File: src/shared/psrc_pkg.sv
package psrc_pkg;

  // ---------------------------------------------------------------
  // Timing
  // ---------------------------------------------------------------
  localparam int unsigned CLK_MHZ          = 125;
  // Least low time of the warning input, in ns
  localparam int unsigned WARN_MIN_LOW_NS  = 1000;
  localparam int unsigned WARN_MIN_LOW_CYC =
    (WARN_MIN_LOW_NS * CLK_MHZ + 999) / 1000;
  // Longest time allowed for the mirror park, in ns
  localparam int unsigned PARK_MAX_NS      = 4000;
  localparam int unsigned PARK_MAX_CYC     =
    ((PARK_MAX_NS * CLK_MHZ) / 1000 > 0) ?
    (PARK_MAX_NS * CLK_MHZ) / 1000 : 1;
  localparam int unsigned CNT_W            = 10;

  // ---------------------------------------------------------------
  // Reset values
  // ---------------------------------------------------------------
  localparam logic [1:0]       SYNC_RST = 2'h0;
  // Controller reset asserted, no park, no event
  localparam logic [2:0]       CTRL_RST = 3'h4;
  localparam logic [CNT_W-1:0] CNT_RST  = 10'h0;

  // ---------------------------------------------------------------
  // Types
  // ---------------------------------------------------------------
  typedef enum logic [3:0] {
    PSRC_OFF   = 4'h1,
    PSRC_RUN   = 4'h2,
    PSRC_PARK  = 4'h4,
    PSRC_HOLD  = 4'h8
  } psrc_state_e;

  typedef struct packed {
    logic supply_valid_sense;
    logic power_ok_warning;
  } psrc_sense_s;

  typedef struct packed {
    logic ctrl_reset;
    logic park_req;
    logic warn_event;
  } psrc_ctrl_s;

endpackage : psrc_pkg

File: src/verilog/psrc_sync.sv
module psrc_sync (
  // Clock and reset
  input  wire logic clk_i,
  input  wire logic srst_i,
  // Level in and out
  input  wire logic d_i,
  output logic      q_o
);

  logic [1:0] sync_r;

  // ---------------------------------------------------------------
  // Two flop synchroniser
  // ---------------------------------------------------------------
  always_ff @(posedge clk_i) begin
    if (srst_i) begin
      sync_r <= psrc_pkg::SYNC_RST;
    end else begin
      sync_r <= {sync_r[0], d_i};
    end
  end

  assign q_o = sync_r[1];

endmodule : psrc_sync

File: src/verilog/psrc_top.sv
module psrc_top (
  // Clock and reset
  input  wire logic                 clk_i,
  input  wire logic                 srst_i,
  // Power status inputs
  input  wire logic                 supply_valid_sense_i,
  input  wire logic                 power_ok_warning_i,
  // Mirror park handshake
  input  wire logic                 park_done_i,
  // Outputs
  output logic                      ctrl_reset_o,
  output logic                      park_req_o,
  output logic                      warn_event_o,
  output psrc_pkg::psrc_state_e     state_o
);

  psrc_pkg::psrc_sense_s  sense;
  psrc_pkg::psrc_state_e  state_r;
  psrc_pkg::psrc_state_e  state_nxt;
  psrc_pkg::psrc_ctrl_s   ctrl_r;
  psrc_pkg::psrc_ctrl_s   ctrl_nxt;
  logic [psrc_pkg::CNT_W-1:0] low_cnt_r;
  logic [psrc_pkg::CNT_W-1:0] low_cnt_nxt;
  logic [psrc_pkg::CNT_W-1:0] park_cnt_r;
  logic [psrc_pkg::CNT_W-1:0] park_cnt_nxt;

  // ---------------------------------------------------------------
  // Input synchronisers
  // ---------------------------------------------------------------
  psrc_sync u_sync_sv (
    .clk_i  (clk_i),
    .srst_i (srst_i),
    .d_i    (supply_valid_sense_i),
    .q_o    (sense.supply_valid_sense)
  );

  psrc_sync u_sync_pw (
    .clk_i  (clk_i),
    .srst_i (srst_i),
    .d_i    (power_ok_warning_i),
    .q_o    (sense.power_ok_warning)
  );

  // ---------------------------------------------------------------
  // Limits
  // ---------------------------------------------------------------
  localparam logic [psrc_pkg::CNT_W-1:0] LOW_LIM =
    psrc_pkg::CNT_W'(psrc_pkg::WARN_MIN_LOW_CYC);
  localparam logic [psrc_pkg::CNT_W-1:0] PARK_LIM =
    psrc_pkg::CNT_W'(psrc_pkg::PARK_MAX_CYC);
  localparam logic [psrc_pkg::CNT_W-1:0] LOW_LAST  = LOW_LIM - 1'b1;
  localparam logic [psrc_pkg::CNT_W-1:0] PARK_LAST = PARK_LIM - 1'b1;

  // ---------------------------------------------------------------
  // Synchronised levels
  // ---------------------------------------------------------------
  wire supplies_ok = sense.supply_valid_sense;
  wire warn_high   = sense.power_ok_warning;

  // ---------------------------------------------------------------
  // Warning low timer
  // ---------------------------------------------------------------
  wire [psrc_pkg::CNT_W-1:0] low_inc = low_cnt_r + 1'b1;
  wire                       low_full = (low_cnt_r == LOW_LIM);
  // Low long enough to count as a real warning
  wire warn_qual = ~warn_high && (low_cnt_r >= LOW_LAST);

  // Count consecutive low cycles; any high restarts it
  assign low_cnt_nxt = warn_high ? '0 :
                       low_full  ? low_cnt_r :
                       low_inc;

  // ---------------------------------------------------------------
  // Park timer
  // ---------------------------------------------------------------
  wire                       in_park   = (state_r == psrc_pkg::PSRC_PARK);
  wire [psrc_pkg::CNT_W-1:0] park_inc  = park_cnt_r + 1'b1;
  wire                       park_full = (park_cnt_r >= PARK_LAST);
  // Done from the mirror side, or give up after the limit
  wire                       park_end  = park_done_i || park_full;

  assign park_cnt_nxt = in_park ? park_inc : '0;

  // ---------------------------------------------------------------
  // Transition conditions
  // ---------------------------------------------------------------
  wire go_run   = supplies_ok && warn_high;
  wire go_off   = ~supplies_ok;
  wire go_park  = warn_qual;
  wire go_hold  = park_end;
  wire go_leave = warn_high;

  // ---------------------------------------------------------------
  // State machine
  // ---------------------------------------------------------------
  always_comb begin
    state_nxt = state_r;
    unique case (state_r)
      psrc_pkg::PSRC_OFF: begin
        if (go_run) begin
          state_nxt = psrc_pkg::PSRC_RUN;
        end
      end
      psrc_pkg::PSRC_RUN: begin
        if (go_off) begin
          state_nxt = psrc_pkg::PSRC_OFF;
        end else if (go_park) begin
          state_nxt = psrc_pkg::PSRC_PARK;
        end
      end
      psrc_pkg::PSRC_PARK: begin
        if (go_hold) begin
          state_nxt = psrc_pkg::PSRC_HOLD;
        end
      end
      psrc_pkg::PSRC_HOLD: begin
        if (go_leave) begin
          state_nxt = psrc_pkg::PSRC_OFF;
        end
      end
      default: begin
        state_nxt = psrc_pkg::PSRC_OFF;
      end
    endcase
  end

  // ---------------------------------------------------------------
  // Output decode
  // ---------------------------------------------------------------
  wire in_run   = (state_r == psrc_pkg::PSRC_RUN);
  wire nxt_run  = (state_nxt == psrc_pkg::PSRC_RUN);
  wire nxt_park = (state_nxt == psrc_pkg::PSRC_PARK);
  // Reset stays off only while running or parking
  wire reset_on = ~nxt_run && ~nxt_park;
  wire park_on  = nxt_park;
  // One pulse as a qualified warning starts the park
  wire warn_hit = in_run && nxt_park;

  assign ctrl_nxt = '{ctrl_reset: reset_on,
                      park_req:   park_on,
                      warn_event: warn_hit};

  // ---------------------------------------------------------------
  // State register
  // ---------------------------------------------------------------
  always_ff @(posedge clk_i) begin
    if (srst_i) begin
      state_r <= psrc_pkg::PSRC_OFF;
    end else begin
      state_r <= state_nxt;
    end
  end

  // ---------------------------------------------------------------
  // Output register
  // ---------------------------------------------------------------
  always_ff @(posedge clk_i) begin
    if (srst_i) begin
      ctrl_r <= psrc_pkg::CTRL_RST;
    end else begin
      ctrl_r <= ctrl_nxt;
    end
  end

  // ---------------------------------------------------------------
  // Warning low counter
  // ---------------------------------------------------------------
  always_ff @(posedge clk_i) begin
    if (srst_i) begin
      low_cnt_r <= psrc_pkg::CNT_RST;
    end else begin
      low_cnt_r <= low_cnt_nxt;
    end
  end

  // ---------------------------------------------------------------
  // Park counter
  // ---------------------------------------------------------------
  always_ff @(posedge clk_i) begin
    if (srst_i) begin
      park_cnt_r <= psrc_pkg::CNT_RST;
    end else begin
      park_cnt_r <= park_cnt_nxt;
    end
  end

  // ---------------------------------------------------------------
  // Port drive
  // ---------------------------------------------------------------
  assign ctrl_reset_o = ctrl_r.ctrl_reset;
  assign park_req_o   = ctrl_r.park_req;
  assign warn_event_o = ctrl_r.warn_event;
  assign state_o      = state_r;

endmodule : psrc_top

File: config.mk
export PLATFORM = sky130hd
export DESIGN_NAME = psrc_top
export DESIGN_NICKNAME = d
export VERILOG_FILES = /design/src/shared/psrc_pkg.sv /design/src/verilog/psrc_sync.sv /design/src/verilog/psrc_top.sv
export SDC_FILE = /design/constraint.sdc
export NUM_CORES = 1
export LEC_CHECK = 0
export BUFFER_PORTS_ARGS = -buffer_cell sky130_fd_sc_hd__buf_2
export CAP_MARGIN = 10
export CORE_UTILIZATION = 30
export CTS_CLUSTER_SIZE = 28
export DETAILED_ROUTE_END_ITERATION = 8
export GPL_TIMING_DRIVEN = 0
export PLACE_DENSITY = 0.44
export SYNTH_ARGS = -nofsm -noshare
export SYNTH_HDL_FRONTEND = slang
export SYNTH_HIERARCHICAL = 1
export SYNTH_SLANG_ARGS = --single-unit
File: constraint.sdc
create_clock -name clk_i -period 3.2 [get_ports clk_i]
set_clock_uncertainty 0.1 [all_clocks]
set_input_delay 0.32 -clock clk_i [delete_from_list [all_inputs] [get_ports clk_i]]
set_output_delay 0.32 -clock clk_i [all_outputs]
set_load 0.02 [all_outputs]
; ---- Yosys cells after proc, flatten, opt, wreduce, memory -nomap -nowiden
; Index checks and enable logic that the tools add are counted.
[totals]
regBits = 31
inputBits = 5
output_inout_bits = 7
wordCells = 36
[classes]
add_sub_neg = 2
order_cmp = 2
eq_ne = 7
muxes = 6
bitwise_logic = 4
n_reduce_logical = 7
[ops]
columns = op, count
row1 = "10-bit by 1-bit adder with 10-bit output, second input constant", 2
row2 = 4-bit two-way mux, 5
row3 = 4-bit one-hot mux with 4 select lines, 1
row4 = "10-bit by 7-bit == test with 1-bit output, second input constant", 1
row5 = "10-bit by 7-bit >= comparator with 1-bit output, second input constant", 1
row6 = "10-bit by 9-bit >= comparator with 1-bit output, second input constant", 1
row7 = "4-bit by 2-bit == test with 1-bit output, second input constant", 2
row8 = "4-bit by 3-bit == test with 1-bit output, second input constant", 2
row9 = "4-bit by 1-bit == test with 1-bit output, second input constant", 1
row10 = "4-bit == test, second input constant", 1
row11 = 1-bit logical AND, 4
row12 = 1-bit NOT, 4
row13 = 2-bit OR reduction, 2
row14 = 1-bit logical OR, 1

; ---- Logic depth before layout (Yosys ltp)
; Gate-level depths: netlist of the first run.
[depth]
ltp_word = 8
mapped_depth = 6
ltp_nobuf = 6

; ---- Cells and area by module
; Netlist of the first run, hierarchy kept.
[modules_own_cells]
columns = module, instances, cells_each, area_each_um2, seq_area_each_um2
row1 = psrc_top, 1, 147, 1281.2, 540.5
row2 = psrc_sync, 2, 4, 52.6, 40.0

; ---- Worst setup path after synthesis of the first run
; Ideal clock, no wire load.
[synth_path]
kind = reg-to-reg
start = reg low_cnt_r[1] in the netlist's numbering
end = reg low_cnt_r[1] in the netlist's numbering
setup_ns = 0.122
t_arrival_ns = 1.415
required_ns = 2.978
path_slack_ns = 1.563
path_stages_with_launch = 7
n_path_buf = 0
period_less_slack_ns = 1.637
cell_sequence = dfxtp_1 > inv_1 > ha_1 > or4b_4 > nor3_4 > mux2i_1 > nor2_1
[synth_between]
elab_chain_cells = 1
elab_cells_between_ends = 2
cone_classes = add/sub: 1 / eq/ne: 1
[synth_lines]
columns = item, line
row1 = from (decl), psrc_top.sv:22  ; logic [psrc_pkg::CNT_W-1:0] low_cnt_r;
row2 = from (signal assigned), psrc_top.sv:170  ; low_cnt_r <= psrc_pkg::CNT_RST;
row3 = from (signal assigned), psrc_top.sv:172  ; low_cnt_r <= low_cnt_nxt;
row4 = 10-bit by 1-bit adder with 10-bit output / 10-bit by 7-bit == test with 1-bit output (equally long branches), "psrc_top.sv:63, psrc_top.sv:64"
; Parallel ways exist; a longest one is shown, timed or not.
; A chain may end at the register's enable or synchronous reset.

; ---- Final worst setup path of the first run
; Ends and elaborated chain as after synthesis.

==> results.ini, run 1 <==
[sta]
rsz0062_at_grt = false
hold_violations = 0
relSlewSlack_pct = 63.3
min_period_ns = 1.76
min_period_over_period_pct = 54.9
drv_slew = 0
fin_tns_setup_ns = 0
clock.fmax_mhz = 570
setup_violations = 0
worst_pin_slew_ns = 0.543

[drt]
viasPerCell = 4.81
dr.pass1.iters = 4
drtIter0Drc = 46
top_layer_used = met4
wl_um = 2680
vias = 1082
drtAntennaViolNets = 0
drt-met1-wl_um = 1310
wl_per_cell_um = 11.9
drc_errors = 0
dr_wl_met3_um = 99
wl_met2_um = 1200

[cts]
tritoncts = yes
clock_latency_ns = 0.29
numClockSinks = 31
htreeDepth = 2
cts_buffers = 5
clock_path_buffers = 2
cts_setup_buffers = 0
ctsHoldBuffers = 0
postCtsResizedCells = 0
clockRootBuffer = clkbuf_8
cts.clk_slew.worst_paths_ns = 0.07

[synth]
synth_most_common_cell = dfxtp_1
synth-seq-area-share_pct = 44.8
synth_ff_type = dfxtp_1
synth-edff-count = 0
synth_fp_nets = 164
synth_area_leaders = dfxtp_1 (45%), nor2_1 (6.5%), xnor2_1 (3.8%)
netlist.area_leader.share_pct = 44.8
syn_avg_cell_area_sq_um = 8.94
synthTopCellsByCount = dfxtp_1 (31), nor2_1 (24), o21ai_0 (9)
ys_ff_latch = 31
synth-async-reset-ratio_pct = 0
synth_top_area_cell = dfxtp_1
syn-cell-area_sq_mm = 0.00139
synth_cells = 155
ys.warnings.count = 6
synth_cell_types = 42

[critical_path]
worstSetupPathType = reg2reg
path_buf_inv = 1
cp_top_family = simple AND/OR/NAND/NOR gates
path_cells = inv_1 -> ha_1 -> or4b_4 -> nor3_4 -> mux2i_1 -> nor2_1
cp_slowest_stage_delay_ns = 0.51
critPathCaptureType = flip-flop
required_ns = 3.27
start_kind = flip-flop
crit_fanout = 5
crit_arrival_ns = 1.82
cp_slowest_cell = or4b_4

[global_route]
grt_pass1_wl_um = 4500
grt_usage_pct = 12.0
gr-total-overflow = 0
grt_start_max_net_pins = 11
antenna_found_initial = 0
grt_pass1_vias = 981

[power_and_ir_drop]
leakagePower_nw = 0.576
sw_frac_of_total_pct = 23.4
p_seq_share_pct = 52.9
power.switching_w = 0.000175
internal_power_w = 0.000574
ir_drop_uv = 219
power_density_mw_per_mm2 = 470
p_clk_share_pct = 42.8
share_comb_of_total_power_pct = 4.3
power_w = 0.000749

[floorplanning]
rows = 24
start_util_pct = 31.6
num_io_pins = 12
die_w_um = 70.0
fp.dieH_um = 70.0
fp.dieArea_sq_mm = 0.00490
core_area_sq_mm = 0.00438

[placement]
dp_hpwl_um = 1870
portBuffers = 11
gp_congestion = 0.781

[outcome]
outcome = completed

[hold_path]
hold_path.class = in2reg

[final_layout]
drive_gt1_share_pct = 15.6
num-nets-final = 182
num_antenna_cells = 0
syn2layout_area_growth_pct = 15.0

[run]
cap_violations = 0

worst register-to-register path: stages (launching register included):
cell and delay, ns:
dfxtp_1 0.35, inv_1 0.09, ha_1 0.15, or4b_4 0.51
nor3_4 0.18, mux2i_1 0.21, nor2_1 0.05
power by group through the flow:
stage,clock network (W),logic [W],registers [W]
CTS,0.000327,0.0000323,0.000397
global route,0.000344,0.0000360,0.000397
finish,0.000320,0.0000319,0.000396
detailed placement,0,0.0000322,0.000405
global placement,0,0.0000317,0.000405
floorplan,0,0.0000223,0.000404
final cells by class:
class | instances | area [sq um]
buffer | 5 | 22.5
clock buffer | 6 | 82.6
clock inverter | 1 | 5.00
fill | 475 | 2790
inverter | 7 | 26.3
multi-input combinational | 112 | 717
sequential | 31 | 621
tap | 52 | 65.1
timing repair buffer | 11 | 55.1
state kept, by name, indices dropped and copies added, names as in the netlist:
register and cells:
ctrl_reset_o 1, low_cnt_r 10, park_cnt_r 10, park_req_o 1, state_o 4, u_sync_pw/sync_r 2, u_sync_sv/sync_r 2, warn_event_o 1
cell families (layout without fill, tap and decap cells):
logic type | Yosys count | in the layout | synth area share (%)
buf+inv | 12 | 30 | 3.52
fa+ha+maj | 4 | 4 | 3.61
mux | 1 | 1 | 0.722
flops | 31 | 31 | 44.8
simple gates | 66 | 66 | 26.2
compound gates | 29 | 29 | 13.6
xor+xnor | 12 | 12 | 7.58
final timing paths:
check                                                     from                             end  slack, ns  cells past startpoint
worst max-delay path                 low_cnt_r[1]$_SDFFE_PP0P_       low_cnt_r[1]$_SDFFE_PP0P_       1.44                      6
worst min register to register  u_sync_sv/sync_r[0]$_SDFF_PP0_  u_sync_sv/sync_r[1]$_SDFF_PP0_       0.34                      1
worst min-delay path                      supply_valid_sense_i  u_sync_sv/sync_r[0]$_SDFF_PP0_       0.14                      2
worst max register to register       low_cnt_r[1]$_SDFFE_PP0P_       low_cnt_r[1]$_SDFFE_PP0P_       1.44                      6
through the flow:
step / setup WS [ns] / hold WS, ns / cells / util [%] / instance area [sq um]
final: 1.44 / 0.144 / 225 / 36.4 / 1590
after detailed placement: 1.43 / 0.323 / 218 / 34.4 / 1510
after global placement: 1.46 / 0.319 / 218 / 34.4 / 1510
after global routing: 1.32 / 0.155 / 225 / 36.4 / 1590
after floorplan: 1.56 / 0.292 / 155 / - / 1390
after CTS: 1.41 / 0.140 / 225 / 36.4 / 1590
routing by layer:
| layer | GRT usage [%] | vias to the layer above |
|---|---|---|
| met1 | 15.1 | 491 |
| met5 | 0 | - |
| met4 | 7.11 | 0 |
| met3 | 4.76 | 6 |
| met2 | 17.2 | 12 |
| li1 | - | 573 |
placed cells by master (no fill, tap or decap), drive strengths merged, types with 2 or more instances in the layout:
cell type  instances
nand4              3
xnor2              6
nor2b              4
clkbuf             8
nand3b             2
inv                7
nand3              5
a21oi              6
nor2              24
buf               14
nand2              6
a31oi              4
o21ai              9
xor2               6
or4b               2
nand2b             2
ha                 4
nor3               7
or4                2
o21a               2
dfxtp             31
(Power assumes the default switching activity.)
==> run 2: changes to the inputs <==
--- a/config.mk
+++ b/config.mk
@@ -5,13 +5,14 @@
 export SDC_FILE = /design/constraint.sdc
 export NUM_CORES = 1
 export LEC_CHECK = 0
+export ABC_AREA = 1
 export BUFFER_PORTS_ARGS = -buffer_cell sky130_fd_sc_hd__buf_2
 export CAP_MARGIN = 10
 export CORE_UTILIZATION = 30
 export CTS_CLUSTER_SIZE = 28
 export DETAILED_ROUTE_END_ITERATION = 8
 export GPL_TIMING_DRIVEN = 0
-export PLACE_DENSITY = 0.44
+export PLACE_DENSITY = 0.45
 export SYNTH_ARGS = -nofsm -noshare
 export SYNTH_HDL_FRONTEND = slang
 export SYNTH_HIERARCHICAL = 1
==> constraint.sdc (replaced) <==
create_clock -name clk_i -period 1.55 [get_ports clk_i]
set_clock_uncertainty 0.1 [all_clocks]
set_input_delay 0.155 -clock clk_i [delete_from_list [all_inputs] [get_ports clk_i]]
set_output_delay 0.155 -clock clk_i [all_outputs]
set_load 0.02 [all_outputs]
==> run 2 against run 1 <==
Effect of this change: via count up 4.5%; first-iteration DRC count grew 4.3%; combinational power grew to 2.6 times the previous value; sequential power grew 110%; maximum frequency is 25% higher; clock power up 97%; die area shrank 1.2%; register-to-register slack got worse by 1.3 ns; critical path depth grew 2; total power rose by 110%; clock-buffer cell count stayed put.
==> results.ini, run 2 <==
[synth]
synth_area_leaders = dfxtp_1 (45%), inv_1 (8.5%), nor2_1 (7.7%)  ; was dfxtp_1 (45%), nor2_1 (6.5%), xnor2_1 (3.8%)
syn_avg_cell_area_sq_um = 7.48  ; was 8.94 sq um
synth-seq-area-share_pct = 45.3  ; was 44.8%
synth_top_area_cell = dfxtp_1  ; unchanged
synthTopCellsByCount = dfxtp_1 (31), inv_1 (31), nor2_1 (28)  ; was dfxtp_1 (31), nor2_1 (24), o21ai_0 (9)
netlist.area_leader.share_pct = 45.3  ; was 44.8%
synth_fp_nets = 192  ; was 164
synth-async-reset-ratio_pct = 0  ; unchanged
ys.warnings.count = 6  ; unchanged
synth_cell_types = 21  ; was 42
synth_ff_type = dfxtp_1  ; unchanged
synth_cells = 183  ; was 155
synth-edff-count = 0  ; unchanged
syn-cell-area_sq_mm = 0.00137  ; was 0.00139 sq mm
ys_ff_latch = 31  ; unchanged

[final_layout]
stdcell_count = 257  ; was 225
num-nets-final = 214  ; was 182
drive_gt1_share_pct = 19.0  ; was 15.6%
final_cell_mix = inv_1 (31), dfxtp_1 (29), nor2_1 (28)  ; was dfxtp_1 (31), nor2_1 (24), buf_2 (14)
layout_commonest_cell = inv_1  ; was dfxtp_1
syn2layout_area_growth_pct = 18.1  ; was 15.0%
num_antenna_cells = 0  ; unchanged

[cts]
numClockSinks = 31  ; unchanged
htreeDepth = 2  ; unchanged
tritoncts = yes  ; unchanged
clock_latency_ns = 0.28  ; was 0.29 ns
clockRootBuffer = clkbuf_8  ; unchanged
cts.clk_slew.worst_paths_ns = 0.07  ; about the same
clock_path_buffers = 2  ; unchanged
cts_buffers = 5  ; unchanged

[global_route]
met3_usage_pct = 3.92  ; was 4.76%
grt_usage_pct = 11.6  ; was 12.0%
grt_pass1_vias = 1077  ; was 981
grt_use_met2_pct = 20.0  ; was 17.2%
grt_busiest_layer = met2  ; unchanged
grtUsageMet1_pct = 12.5  ; was 15.1%
antenna_found_initial = 0  ; unchanged
grt_pass1_wl_um = 4360  ; was 4500 um
grt_start_max_net_pins = 11  ; unchanged
gr-total-overflow = 0  ; unchanged

[sta]
setup_violations = 0  ; unchanged
rsz0062_at_grt = false  ; unchanged
relSlewSlack_pct = 81.1  ; was 63.3%
clock.fmax_mhz = 714  ; was 570 MHz
hold_violations = 0  ; unchanged
min_period_over_period_pct = 90.3  ; was 54.9%
worst_pin_slew_ns = 0.283  ; was 0.543 ns
fin_tns_setup_ns = 0  ; unchanged
min_period_ns = 1.40  ; was 1.76 ns
drv_slew = 0  ; unchanged

[hold_path]
holdPathStages = 2  ; unchanged
hold_path.class = in2reg  ; unchanged

[drt]
viasPerCell = 4.40  ; was 4.81
drtIter0Drc = 48  ; was 46
drtAntennaViolNets = 0  ; unchanged
vias = 1131  ; was 1082
drc_errors = 0  ; unchanged
dr.pass1.iters = 4  ; unchanged
wl_per_cell_um = 9.64  ; was 11.9 um
wl_um = 2480  ; was 2680 um

[critical_path]
crit_fanout = 7  ; was 5
crit_top_cell = inv_1
path_buf_inv = 3  ; was 1
path_cells = inv_1 -> ha_1 -> inv_1 -> nor2_1 -> nand3_1 -> inv_2 -> o21ai_0 -> a21oi_1  ; was inv_1 -> ha_1 -> or4b_4 -> nor3_4 -> mux2i_1 -> nor2_1
worstSetupPathType = reg2reg  ; unchanged
cp_slowest_cell = dfxtp_2  ; was or4b_4
cp_slowest_stage_delay_ns = 0.34  ; was 0.51 ns
critPathCaptureType = flip-flop  ; unchanged
start_kind = flip-flop  ; unchanged
cp_num_cells = 8  ; was 6
cp-startpoint = low_cnt_r[1]$_SDFFE_PP0P_  ; unchanged
cp_top_family = flip-flops  ; was simple AND/OR/NAND/NOR gates
r2r_start = low_cnt_r[1]$_SDFFE_PP0P_  ; unchanged
r2r_slack_ns = 0.15  ; was 1.44 ns
required_ns = 1.66  ; was 3.27 ns
r2r_cells = 8  ; was 6
crit_arrival_ns = 1.51  ; was 1.82 ns
r2r_end = low_cnt_r[1]$_SDFFE_PP0P_  ; unchanged
crit_path_end = low_cnt_r[1]$_SDFFE_PP0P_  ; unchanged

[power_and_ir_drop]
power_density_mw_per_mm2 = 954  ; was 470 mW/mm^2
leakagePower_nw = 0.706  ; was 0.576 nW
ir_drop_uv = 406  ; was 219 uV

[floorplanning]
die_w_um = 69.5  ; was 70.0 um
fp.dieArea_sq_mm = 0.00484  ; was 0.00490 sq mm
fp.dieH_um = 69.5  ; was 70.0 um
start_util_pct = 31.2  ; was 31.6%
rows = 24  ; unchanged
num_io_pins = 12  ; unchanged
core_area_sq_mm = 0.00438  ; unchanged

[placement]
portBuffers = 11  ; unchanged
dp_hpwl_um = 1900  ; was 1870 um
gp_congestion = 0.849  ; was 0.781
numPlacedInstances = 246  ; was 218

[outcome]
outcome = completed  ; unchanged

[run]
cap_violations = 0  ; unchanged

[run 2: changes by cell type after synthesis, sizes merged, moves of 3 or more]
cell / previous run / this run
nand2: 6 / 29
buf: 3 / 0
a21oi: 6 / 13
a31oi: 4 / 0
nor2: 24 / 35
nor2b: 4 / 0
inv: 7 / 34
xnor2: 6 / 2
nand3: 5 / 13
[run 2: worst min path at each step]
stage                          from                             end  slack, ns
2_1_floorplan                srst_i           state_o[3]$_SDFF_PP0_       0.12
3_3_place_gp     power_ok_warning_i  u_sync_pw/sync_r[0]$_SDFF_PP0_       0.26
3_5_place_dp   supply_valid_sense_i  u_sync_sv/sync_r[0]$_SDFF_PP0_       0.26
4_1_cts                      srst_i  u_sync_sv/sync_r[1]$_SDFF_PP0_       0.09
5_1_grt                      srst_i           state_o[1]$_SDFF_PP0_       0.10
6_report                     srst_i           state_o[1]$_SDFF_PP0_        0.1
[run 2: stage by stage]
| stage | area, sq um | setup WS (ns) | utilization [%] | total power, W | hold slack, ns |
|---|---|---|---|---|---|
| 5_1_grt | 1620 | 0.0193 | 36.9 | 0.00162 | 0.104 |
| 3_3_place_gp | 1490 | 0.125 | 34.0 | 0.000917 | 0.257 |
| 3_5_place_dp | 1490 | 0.114 | 34.0 | 0.000924 | 0.264 |
| 4_1_cts | 1600 | 0.0695 | 36.4 | 0.00157 | 0.0924 |
| 6_report | 1620 | 0.150 | 36.9 | 0.00154 | 0.0958 |
| 2_1_floorplan | 1370 | 0.242 | - | 0.000894 | 0.124 |
[run 2: power breakdown]
part / leakage [nW] / switching [W] / internal (W)
clock network: 0.0470 / 0.000283 / 0.000348
registers: 0.252 / 0.0000147 / 0.000813
logic: 0.407 / 0.0000506 / 0.0000333
total: 0.706 / 0.000348 / 0.00119
[run 2: cell type report]
type                            instances  area [sq um]
Timing Repair Buffer                   15          90.1
Clock buffer                            6          82.6
Tap cell                               52          65.1
Fill cell                             469          2770
Inverter                               34           128
Multi-Input combinational cell        118           623
Sequential cell                        31           623
Clock inverter                          1          5.00
[run 2: layer usage]
layer	wire, um	vias up
met1	1120	504
met2	1210	11
met4	72	0
met3	81	7
met5	0	-
li1	-	609
[run 2: kinds of logic (layout without fill, tap and decap cells)]
family / Yosys count / after routing / synth area share [%]
AND/OR/NAND/NOR: 86 / 86 / 29.7
buffers and inverters: 34 / 56 / 9.32
flip-flops: 31 / 31 / 45.3
AO/OA/AOI/OAI: 22 / 22 / 8.14
XOR/XNOR: 6 / 6 / 3.84
adder cells (fa/ha/maj): 4 / 4 / 3.66
[run 2: what timing repair did]
item | CTS | global route
hold endpoints to repair | 2 | 0
setup buffers | 0 | 2
hold buffers | 2 | 0
resized for setup | 0 | 3
setup endpoints to repair | 0 | 4
